<file path="src/shared/afr_defines.vh">
`ifndef AFR_DEFINES_VH
`define AFR_DEFINES_VH

// Register offsets
`define AFR_OFS_CFG0 8'h00
`define AFR_OFS_CFG1 8'h01
`define AFR_OFS_TYPE_MASK 8'h02
`define AFR_OFS_VERSION_MASK 8'h03
`define AFR_OFS_STATUS 8'h04
`define AFR_OFS_EXT_BYTE0 8'h05
`define AFR_OFS_EXT_BYTE4 8'h09
`define AFR_OFS_LAST_RESULT 8'h0a

// Field positions
`define AFR_CFG0_PROMISC_BIT 4
`define AFR_STATUS_LONG_HIT_BIT 4

// Reset values
`define AFR_CFG0_RESET 8'h00
`define AFR_CFG1_RESET 8'h00
`define AFR_TYPE_MASK_RESET 8'h0b
`define AFR_VERSION_MASK_RESET 4'h3
`define AFR_STATUS_RESET 5'h00
`define AFR_PROMISC_OFF 1'h0
`define AFR_PROMISC_ON 1'h1

// Frame types and addressing modes
`define AFR_FT_BEACON 3'h0
`define AFR_FT_DATA 3'h1
`define AFR_FT_CMD 3'h3
`define AFR_FT_FIRST_RESERVED 3'h4
`define AFR_AM_NONE 2'h0
`define AFR_AM_SHORT 2'h2
`define AFR_AM_EXT 2'h3
`define AFR_BCAST16 16'hffff

// Decision reason codes
`define AFR_WHY_NONE 3'h0
`define AFR_WHY_OFF 3'h1
`define AFR_WHY_PROMISC 3'h2
`define AFR_WHY_TYPE 3'h3
`define AFR_WHY_VERSION 3'h4
`define AFR_WHY_NO_UNIT 3'h5
`define AFR_WHY_UNIT 3'h6

`endif

</file>
<file path="src/core/afr_filter_regs.v">
`timescale 1ns/100ps
`include "afr_defines.vh"

// Behaviour
// - The promiscuous bit is one bit wide, 0 turns promiscuous reception off and 1 turns it on.
// - Filter-enable bit n (n = 0..3) enables the global filter, the extended filter and unit n.
// - A unit's reserved-type bit maps frame types 4 to 7 to data frames when 1, else drops them.
// - Coordinator bits 0 to 3 of the second configuration register make unit n a PAN coordinator.
// - A frame whose type indexes a zero bit of the eight-bit type mask is refused.
// - The type mask resets to 0x0b, passing beacon, data and command frames.
// - A frame whose version indexes a zero bit of the four-bit version mask is refused.
// - The version mask resets to 3, passing versions 0 and 1 only.
// - Status bit 4 is set when the extended filter matches the extended address.
// - Status bit n (n = 0..3) is set when unit n detects an address match.
// - All five match flags clear at a frame start event, except a flag set by a header match in the same cycle.
// - The low 40 bits of the extended address are held in five bytes, byte n carrying bits 8n+7 to 8n, reset zero; bits 63 to 40 come from extAddrUpper.
// - The acknowledge pending bit is the pending bit of the lowest-numbered unit that reported a match.

module afr_filter_regs #(
    parameter UNITS = 4,
    parameter EXT_LOW_BYTES = 5
) (
    input wire sys_clk,
    input wire reset,
    input wire [7:0] regAddr,
    input wire regWrEn,
    input wire [7:0] regWrData,
    input wire regRdEn,
    output wire [7:0] regRdData,
    input wire [23:0] extAddrUpper,
    input wire [16*UNITS-1:0] unitPanIds,
    input wire [16*UNITS-1:0] unitShortAddrs,
    input wire [UNITS-1:0] ackPendingBits,
    input wire frameStartEvent,
    input wire hdrValid,
    input wire [2:0] frameType,
    input wire [1:0] frameVersion,
    input wire [1:0] dstAddrMode,
    input wire [15:0] dstPanId,
    input wire [15:0] dstShortAddr,
    input wire [63:0] dstExtAddr,
    input wire [1:0] srcAddrMode,
    input wire [15:0] srcPanId,
    output reg frameDecided,
    output reg frameAccept,
    output reg ackPendingOut,
    output wire filterActive,
    output wire acceptAllFrames,
    output wire [4:0] matchFlags
);
    // Configuration registers
    reg acceptAll_reg;
    reg [UNITS-1:0] unitFilterOn_reg;
    reg [UNITS-1:0] unitReservedAsData_reg;
    reg [UNITS-1:0] unitCoordinatorRole_reg;
    reg [7:0] typeAcceptMask_reg;
    reg [3:0] versionAcceptMask_reg;

    // Status registers
    reg longAddrHit_reg;
    reg longAddrHit_next;
    reg [UNITS-1:0] unitAddrHit_reg;
    reg [UNITS-1:0] unitAddrHit_next;
    reg [2:0] lastReason_reg;
    reg [2:0] lastReason_next;

    // Read path
    reg [7:0] localRdData_reg;
    reg [7:0] localRdData_next;
    reg rdFromStore_reg;

    // Decision path
    reg decide_next;
    reg accept_next;
    reg pending_next;

    wire [8*EXT_LOW_BYTES-1:0] extLowBytes;
    wire [7:0] storeRdData;
    wire [63:0] longAddr;
    wire [UNITS-1:0] unitHit;
    wire [UNITS-1:0] unitHitMasked;
    wire storeHit;
    wire [2:0] storeIdx;
    wire typePass;
    wire versionPass;
    wire globalPass;
    wire longMatch;

    // Address decode of the extended address byte window
    function isStoreAddr;
        input [7:0] addr;
        begin
            isStoreAddr = (addr >= `AFR_OFS_EXT_BYTE0) && (addr <= `AFR_OFS_EXT_BYTE4);
        end
    endfunction

    function [2:0] storeIndex;
        input [7:0] addr;
        reg [7:0] diff;
        begin
            diff = addr - `AFR_OFS_EXT_BYTE0;
            storeIndex = diff[2:0];
        end
    endfunction

    // Lowest set bit of a unit vector
    function [UNITS-1:0] firstSet;
        input [UNITS-1:0] vec;
        integer k;
        reg found;
        begin
            firstSet = {UNITS{1'b0}};
            found = 1'b0;
            for (k = 0; k < UNITS; k = k + 1) begin
                if (vec[k] && !found) begin
                    firstSet[k] = 1'b1;
                    found = 1'b1;
                end
            end
        end
    endfunction

    assign storeHit = isStoreAddr(regAddr);
    assign storeIdx = storeIndex(regAddr);

    afr_ext_addr_store #(
        .BYTES(EXT_LOW_BYTES)
    ) extStore (
        .sys_clk(sys_clk),
        .reset(reset),
        .wrEn(regWrEn && storeHit),
        .wrIdx(storeIdx),
        .wrData(regWrData),
        .rdEn(regRdEn && storeHit),
        .rdIdx(storeIdx),
        .rdData(storeRdData),
        .storeFlat(extLowBytes)
    );

    assign longAddr = {extAddrUpper, extLowBytes};

    // Any enable bit switches on the global and extended stages
    assign filterActive = |unitFilterOn_reg;
    assign acceptAllFrames = acceptAll_reg;

    assign typePass = typeAcceptMask_reg[frameType];
    assign versionPass = versionAcceptMask_reg[frameVersion];
    assign globalPass = typePass && versionPass;

    assign longMatch = filterActive && globalPass
        && (dstAddrMode == `AFR_AM_EXT) && (dstExtAddr == longAddr);

    genvar u;
    generate
        for (u = 0; u < UNITS; u = u + 1) begin : unit
            afr_unit_match match (
                .unitOn(unitFilterOn_reg[u]),
                .reservedAsData(unitReservedAsData_reg[u]),
                .coordinatorRole(unitCoordinatorRole_reg[u]),
                .panId(unitPanIds[16*u+15:16*u]),
                .shortAddr(unitShortAddrs[16*u+15:16*u]),
                .extAddr(longAddr),
                .frameType(frameType),
                .dstMode(dstAddrMode),
                .dstPan(dstPanId),
                .dstShort(dstShortAddr),
                .dstExt(dstExtAddr),
                .srcMode(srcAddrMode),
                .srcPan(srcPanId),
                .hit(unitHit[u])
            );
        end
    endgenerate

    // Units only see frames that passed the global stage
    assign unitHitMasked = globalPass ? unitHit : {UNITS{1'b0}};

    assign matchFlags = {longAddrHit_reg, unitAddrHit_reg};
    assign regRdData = rdFromStore_reg ? storeRdData : localRdData_reg;

    // Flag update, a hit in the clearing cycle wins
    always @* begin
        longAddrHit_next = longAddrHit_reg;
        unitAddrHit_next = unitAddrHit_reg;
        if (frameStartEvent) begin
            longAddrHit_next = 1'b0;
            unitAddrHit_next = {UNITS{1'b0}};
        end
        if (hdrValid) begin
            longAddrHit_next = longAddrHit_next | longMatch;
            unitAddrHit_next = unitAddrHit_next | unitHitMasked;
        end
    end

    // Frame decision
    always @* begin
        decide_next = hdrValid;
        accept_next = 1'b0;
        pending_next = 1'b0;
        lastReason_next = lastReason_reg;
        if (hdrValid) begin
            if (acceptAll_reg == `AFR_PROMISC_ON) begin
                accept_next = 1'b1;
                lastReason_next = `AFR_WHY_PROMISC;
            end else if (!filterActive) begin
                accept_next = 1'b1;
                lastReason_next = `AFR_WHY_OFF;
            end else if (!typePass) begin
                lastReason_next = `AFR_WHY_TYPE;
            end else if (!versionPass) begin
                lastReason_next = `AFR_WHY_VERSION;
            end else if (|unitHitMasked) begin
                accept_next = 1'b1;
                lastReason_next = `AFR_WHY_UNIT;
            end else begin
                lastReason_next = `AFR_WHY_NO_UNIT;
            end
            pending_next = |(firstSet(unitHitMasked) & ackPendingBits);
        end
    end

    // Register read data
    always @* begin
        localRdData_next = localRdData_reg;
        if (regRdEn) begin
            case (regAddr)
                `AFR_OFS_CFG0: begin
                    localRdData_next = {3'h0, acceptAll_reg, unitFilterOn_reg};
                end
                `AFR_OFS_CFG1: begin
                    localRdData_next = {unitReservedAsData_reg, unitCoordinatorRole_reg};
                end
                `AFR_OFS_TYPE_MASK: begin
                    localRdData_next = typeAcceptMask_reg;
                end
                `AFR_OFS_VERSION_MASK: begin
                    localRdData_next = {4'h0, versionAcceptMask_reg};
                end
                `AFR_OFS_STATUS: begin
                    localRdData_next = {3'h0, longAddrHit_reg, unitAddrHit_reg};
                end
                `AFR_OFS_LAST_RESULT: begin
                    localRdData_next = {5'h00, lastReason_reg};
                end
                default: begin
                    localRdData_next = 8'h00;
                end
            endcase
        end
    end

    always @(posedge sys_clk) begin
        if (reset) begin
            acceptAll_reg <= `AFR_PROMISC_OFF;
            unitFilterOn_reg <= {UNITS{1'b0}};
            unitReservedAsData_reg <= {UNITS{1'b0}};
            unitCoordinatorRole_reg <= {UNITS{1'b0}};
            typeAcceptMask_reg <= `AFR_TYPE_MASK_RESET;
            versionAcceptMask_reg <= `AFR_VERSION_MASK_RESET;
        end else if (regWrEn) begin
            case (regAddr)
                `AFR_OFS_CFG0: begin
                    acceptAll_reg <= regWrData[`AFR_CFG0_PROMISC_BIT];
                    unitFilterOn_reg <= regWrData[UNITS-1:0];
                end
                `AFR_OFS_CFG1: begin
                    unitReservedAsData_reg <= regWrData[7:4];
                    unitCoordinatorRole_reg <= regWrData[3:0];
                end
                `AFR_OFS_TYPE_MASK: begin
                    typeAcceptMask_reg <= regWrData;
                end
                `AFR_OFS_VERSION_MASK: begin
                    versionAcceptMask_reg <= regWrData[3:0];
                end
                default: begin
                    acceptAll_reg <= acceptAll_reg;
                end
            endcase
        end
    end

    always @(posedge sys_clk) begin
        if (reset) begin
            longAddrHit_reg <= 1'b0;
            unitAddrHit_reg <= {UNITS{1'b0}};
            lastReason_reg <= `AFR_WHY_NONE;
            localRdData_reg <= 8'h00;
            rdFromStore_reg <= 1'b0;
            frameDecided <= 1'b0;
            frameAccept <= 1'b0;
            ackPendingOut <= 1'b0;
        end else begin
            longAddrHit_reg <= longAddrHit_next;
            unitAddrHit_reg <= unitAddrHit_next;
            lastReason_reg <= lastReason_next;
            localRdData_reg <= localRdData_next;
            if (regRdEn) begin
                rdFromStore_reg <= storeHit;
            end
            frameDecided <= decide_next;
            frameAccept <= accept_next;
            if (hdrValid) begin
                ackPendingOut <= pending_next;
            end
        end
    end
endmodule // afr_filter_regs

</file>
<file path="src/core/afr_ext_addr_store.v">
`timescale 1ns/100ps
`include "afr_defines.vh"

module afr_ext_addr_store #(
    parameter BYTES = 5
) (
    input wire sys_clk,
    input wire reset,
    input wire wrEn,
    input wire [2:0] wrIdx,
    input wire [7:0] wrData,
    input wire rdEn,
    input wire [2:0] rdIdx,
    output reg [7:0] rdData,
    output wire [8*BYTES-1:0] storeFlat
);
    reg [7:0] byteMem [0:BYTES-1];
    integer i;

    // Byte n holds address bits 8n+7 down to 8n
    genvar g;
    generate
        for (g = 0; g < BYTES; g = g + 1) begin : flat
            assign storeFlat[8*g+7:8*g] = byteMem[g];
        end
    endgenerate

    always @(posedge sys_clk) begin
        if (reset) begin
            for (i = 0; i < BYTES; i = i + 1) begin
                byteMem[i] <= 8'h00;
            end
            rdData <= 8'h00;
        end else begin
            if (wrEn && (wrIdx < BYTES)) begin
                byteMem[wrIdx] <= wrData;
            end
            if (rdEn) begin
                rdData <= (rdIdx < BYTES) ? byteMem[rdIdx] : 8'h00;
            end
        end
    end
endmodule // afr_ext_addr_store

</file>
<file path="src/core/afr_unit_match.v">
`timescale 1ns/100ps
`include "afr_defines.vh"

module afr_unit_match (
    input wire unitOn,
    input wire reservedAsData,
    input wire coordinatorRole,
    input wire [15:0] panId,
    input wire [15:0] shortAddr,
    input wire [63:0] extAddr,
    input wire [2:0] frameType,
    input wire [1:0] dstMode,
    input wire [15:0] dstPan,
    input wire [15:0] dstShort,
    input wire [63:0] dstExt,
    input wire [1:0] srcMode,
    input wire [15:0] srcPan,
    output reg hit
);
    reg reserved;
    reg dataLike;
    reg panOk;

    always @* begin
        reserved = (frameType >= `AFR_FT_FIRST_RESERVED);
        // Reserved types become data or are dropped
        dataLike = (frameType == `AFR_FT_DATA) || (frameType == `AFR_FT_CMD)
            || (reserved && reservedAsData);
        panOk = (dstPan == panId) || (dstPan == `AFR_BCAST16);
        hit = 1'b0;
        if (unitOn) begin
            if (frameType == `AFR_FT_BEACON) begin
                hit = (dstMode == `AFR_AM_NONE) && (srcMode != `AFR_AM_NONE)
                    && ((panId == `AFR_BCAST16) || (srcPan == panId));
            end else if (dataLike) begin
                case (dstMode)
                    `AFR_AM_SHORT: begin
                        hit = panOk && ((dstShort == shortAddr)
                            || (dstShort == `AFR_BCAST16));
                    end
                    `AFR_AM_EXT: begin
                        hit = panOk && (dstExt == extAddr);
                    end
                    `AFR_AM_NONE: begin
                        // Only a coordinator takes data-like frames without destination
                        hit = coordinatorRole && (srcMode != `AFR_AM_NONE)
                            && (srcPan == panId);
                    end
                    default: begin
                        hit = 1'b0;
                    end
                endcase
            end
        end
    end
endmodule // afr_unit_match

</file>
<file path="config.mk">
export PLATFORM = sky130hd
export DESIGN_NAME = afr_filter_regs
export DESIGN_NICKNAME = d
export VERILOG_FILES = /design/src/core/afr_filter_regs.v /design/src/core/afr_ext_addr_store.v /design/src/core/afr_unit_match.v
export VERILOG_INCLUDE_DIRS = /design/src /design/src/shared
export SDC_FILE = /design/constraint.sdc
export NUM_CORES = 1
export LEC_CHECK = 0
export BUFFER_PORTS_ARGS = -buffer_cell sky130_fd_sc_hd__buf_2
export CAP_MARGIN = 20
export CORE_MARGIN = 3
export CORE_UTILIZATION = 51
export CTS_CLUSTER_SIZE = 25
export DETAILED_ROUTE_END_ITERATION = 8
export GPL_ROUTABILITY_DRIVEN = 1
export PLACE_DENSITY = 0.82
export SYNTH_ARGS = -nofsm -noshare
export SYNTH_HDL_FRONTEND = slang
export SYNTH_SLANG_ARGS = --single-unit
</file>
<file path="constraint.sdc">
create_clock -name sys_clk -period 4.2 [get_ports sys_clk]
set_input_delay 0.63 -clock sys_clk [delete_from_list [all_inputs] [get_ports sys_clk]]
set_output_delay 0.63 -clock sys_clk [all_outputs]
set_load 0.01 [all_outputs]
</file>
==> summary.md <==
| Metric | Value |
|---|---|
| Biggest register | extStore.byteMem |
| Most used DFF post-synth | edfxtp_1 |
| FMAX | 316 MHz |
| Root buffer cell | clkbuf_16 |
| MaxCap Viol Count | 0 |
| Worst-margin pin slew | 0.928 ns |
| Post-CTS sizing | 0 |
| DIE AREA | 18500 um2 |
| DR WL/cell | 21.2 um |
| Vias | 8473 |
| Die Wd | 136 um |
| Seq/Total Area, Yosys | 34.5% |
| Setup violations, final | 0 |
| Number of global-route vias before repair | 8522 |
| Number of synthesis warnings | 0 |
| Fin Setup TNS | 0 ns |
| CTS tree | yes |
| Fin nets | 1504 |
| Core box area | 16200 um2 |
| Clock sink count | 117 |
| Post-synth cell types | 63 |
| Critical path class | in2reg |
| Cts bufs inserted | 17 |
| Worst EP arrival | 3.24 ns |
| Post-Synthesis Cells | 897 |
| Final hold violation count | 0 |
| Tcrit/Tclk final | 75.4% |
| CP endpoint kind | flop |
| CTS clk-pin slew, worst paths | 0.05 ns |
| Initial DRC Count | 687 |
| GR Overflow Total | 0 |
| # H-tree levels | 4 |
| Global-route wire length before repair | 45800 um |
| Fillers | 1284 |
| DR pass1 iterations | 8 |
| Max Clock Skew | 0.00574 ns |
| Max FFs per register | 64 |
| Port bufs | 316 |
| Critical Path, Cell by Cell | buf_2 -> inv_1 -> ha_1 -> xnor2_1 -> o211ai_1 -> nor3b_2 -> nand2_1 -> nor3b_2 -> or2_1 |
| Power Dens Cells | 317 nW/um2 |
| Largest net degree at the start of global routing | 48 |
| CP Data Required Time | 4.27 ns |
| Crit path max fanout | 10 |
| Fraction of layout cells with a size suffix above 1 | 31.9% |
| DRC | 0 |
| Leakage | 4.20 nW |
| Post-CTS Hold Buffers | 0 |
| Clock Latency Late Sink | 0.41 ns |
| Antenna cells | 0 |
| Die Height | 136 um |
| Final estimated routing congestion in global placement | 0.937 |
| Crit path launch type | input port |
| Synth Cell Area | 8640 um2 |
| Max incr delay on CP | 0.56 ns |
| Critical path's slowest cell | nor3b_2 |
| Slew Limit Fails | 0 |
| Area Overhead vs Synth | 27.1% |
| Worst slew margin | 37.9% |
| RSZ-0062 raised after global routing | no |
| Status | completed |
| Post-synth EDFFs | 64 |
| Tmin final | 3.17 ns |
| Peak supply drop | 0.228 mV |
| Worst Hold Class | reg2reg |
| Post-CTS setup buffers | 0 |
| Top cell by count, worst path | nor3b_2 |
| Overall Power | 3.48 mW |
| Rows | 46 |
| DP HPWL | 24000 um |
| Drt total wl | 30300 um |
| Detail Route Antenna Nets | 0 |
| I/O pins | 317 |
| Syn avg cell area | 9.63 um2 |
| Longest Clk Path Bufs | 2 |
| Seq cells post-synth | 117 |
| Gr usage total | 32.5% |
| Synth async-reset ratio | 0% |
| Initial antenna violation count | 1 |
| R2r setup slk | 1.12 ns |
| Vias per cell | 5.93 |
| Initial core utilization | 53.2% |
-- final timing paths --
| check | depth (start not counted) | start | end |
|---|---|---|---|
| hold reg to reg | 2 | unitAddrHit_reg[0] | unitAddrHit_reg[0] |
| setup / recovery | 9 | regAddr[0] | extStore.byteMem[1][2] |
| setup reg to reg | 8 | extStore.byteMem[4][3] | lastReason_reg[0] |
| hold / removal | 2 | unitAddrHit_reg[0] | unitAddrHit_reg[0] |
-- final cells by class --
type	count	area [um2]	share of cell area [%]
Tap cell	216	270	2.46
Multi-Input combinational cell	727	5430	49.4
Timing Repair Buffer	324	1640	15.0
Inverter	13	48.8	0.445
Clock inverter	11	158	1.44
Clock buffer	21	450	4.10
Sequential cell	117	2980	27.2
-- worst max-delay path: cells and delay by family --
| family | cells | cell delay [ns] |
|---|---|---|
| AOI/OAI and AO/OA | 1 | 0.15 |
| and+or+nand+nor | 4 | 1.74 |
| xor gates and xnor gates | 1 | 0.13 |
| buffers and inverters | 2 | 0.33 |
| adders and majority gates | 1 | 0.25 |
-- cells by family (layout without fill, tap and decap cells) --
logic type                 count (synthesis)  in the layout  synth area share (%)
adders and majority gates                  5              5                 0.724
xor gates and xnor gates                 259            259                  26.3
AOI/OAI and AO/OA                         87             87                  6.77
and+or+nand+nor                          302            302                  19.3
other                                      1             24                0.0434
DFF                                      117            117                  34.5
buffers and inverters                     76            369                  3.65
muxes                                     50             50                  8.76
-- where the power goes --
part           switching [mW]  total, mW  internal (mW)  leakage, nW
clock network           0.495       1.49          0.999        0.292
registers              0.0273       1.28           1.25         1.04
logic                   0.362      0.700          0.339         2.86
-- layout by cell type, fill, tap and decap left out, types with 3 or more instances in the layout --
cell type	synthesis	routed
clkbuf_16	0	17
o21ai_1	5	5
a21oi_1	27	27
a211oi_1	10	10
buf_4	1	8
and3_1	8	8
nor4_1	24	24
xor2_1	14	14
dfxtp_1	53	53
conb_1	1	24
o211ai_1	3	3
a221oi_1	5	5
o221ai_1	4	4
edfxtp_1	64	64
a22oi_1	3	3
nor2_1	47	47
ha_1	5	5
clkinv_2	0	3
and2_1	34	34
xnor2_1	245	245
clkbuf_1	39	3
o21ai_0	12	12
mux4_2	17	17
inv_1	13	13
buf_2	20	316
mux2_2	8	8
nand2_1	39	39
nor3_1	9	9
nand3_1	28	28
nand4_1	90	90
mux2i_1	22	22
bufinv_16	0	4
nand2b_1	4	4
-- metal layers --
metal  GRT usage (%)  share of wire [%]  vias up
li1                -                  -     3827
met1            38.6                 36     4001
met2            57.5                 50      554
met3            5.70                9.9       91
met4            14.1                3.9        0
met5               0                  0        -
-- cells in the mapped netlist, types with 3 or more instances --
cell	instances	share of area, %
xnor2_1	245	25
nand4_1	90	6.5
edfxtp_1	64	22
dfxtp_1	53	12
nor2_1	47	2.0
clkbuf_1	39	1.7
nand2_1	39	1.7
and2_1	34	2.5
nand3_1	28	1.6
a21oi_1	27	1.6
nor4_1	24	1.7
mux2i_1	22	2.5
buf_2	20	1.2
mux4_2	17	4.4
xor2_1	14	1.4
inv_1	13	0.57
o21ai_0	12	0.70
a211oi_1	10	0.87
nor3_1	9	0.52
and3_1	8	0.58
mux2_2	8	1.0
a221oi_1	5	0.51
ha_1	5	0.72
o21ai_1	5	0.29
nand2b_1	4	0.29
o221ai_1	4	0.41
a22oi_1	3	0.26
o211ai_1	3	0.26
-- stage by stage --
stage               hold WS, ns  area, um2  cells  worst slack [ns]  util [%]
floorplan                 0.444       8720    920             0.786         -
global placement          0.457      10400   1397             0.729      63.9
detailed placement        0.458      10400   1397             0.673      63.9
CTS                       0.465      11000   1429              1.08      67.6
global route              0.503      11000   1429             0.675      67.6
finish                    0.463      11000   1429              1.03      67.6
Power figures use the tool's default switching activity.
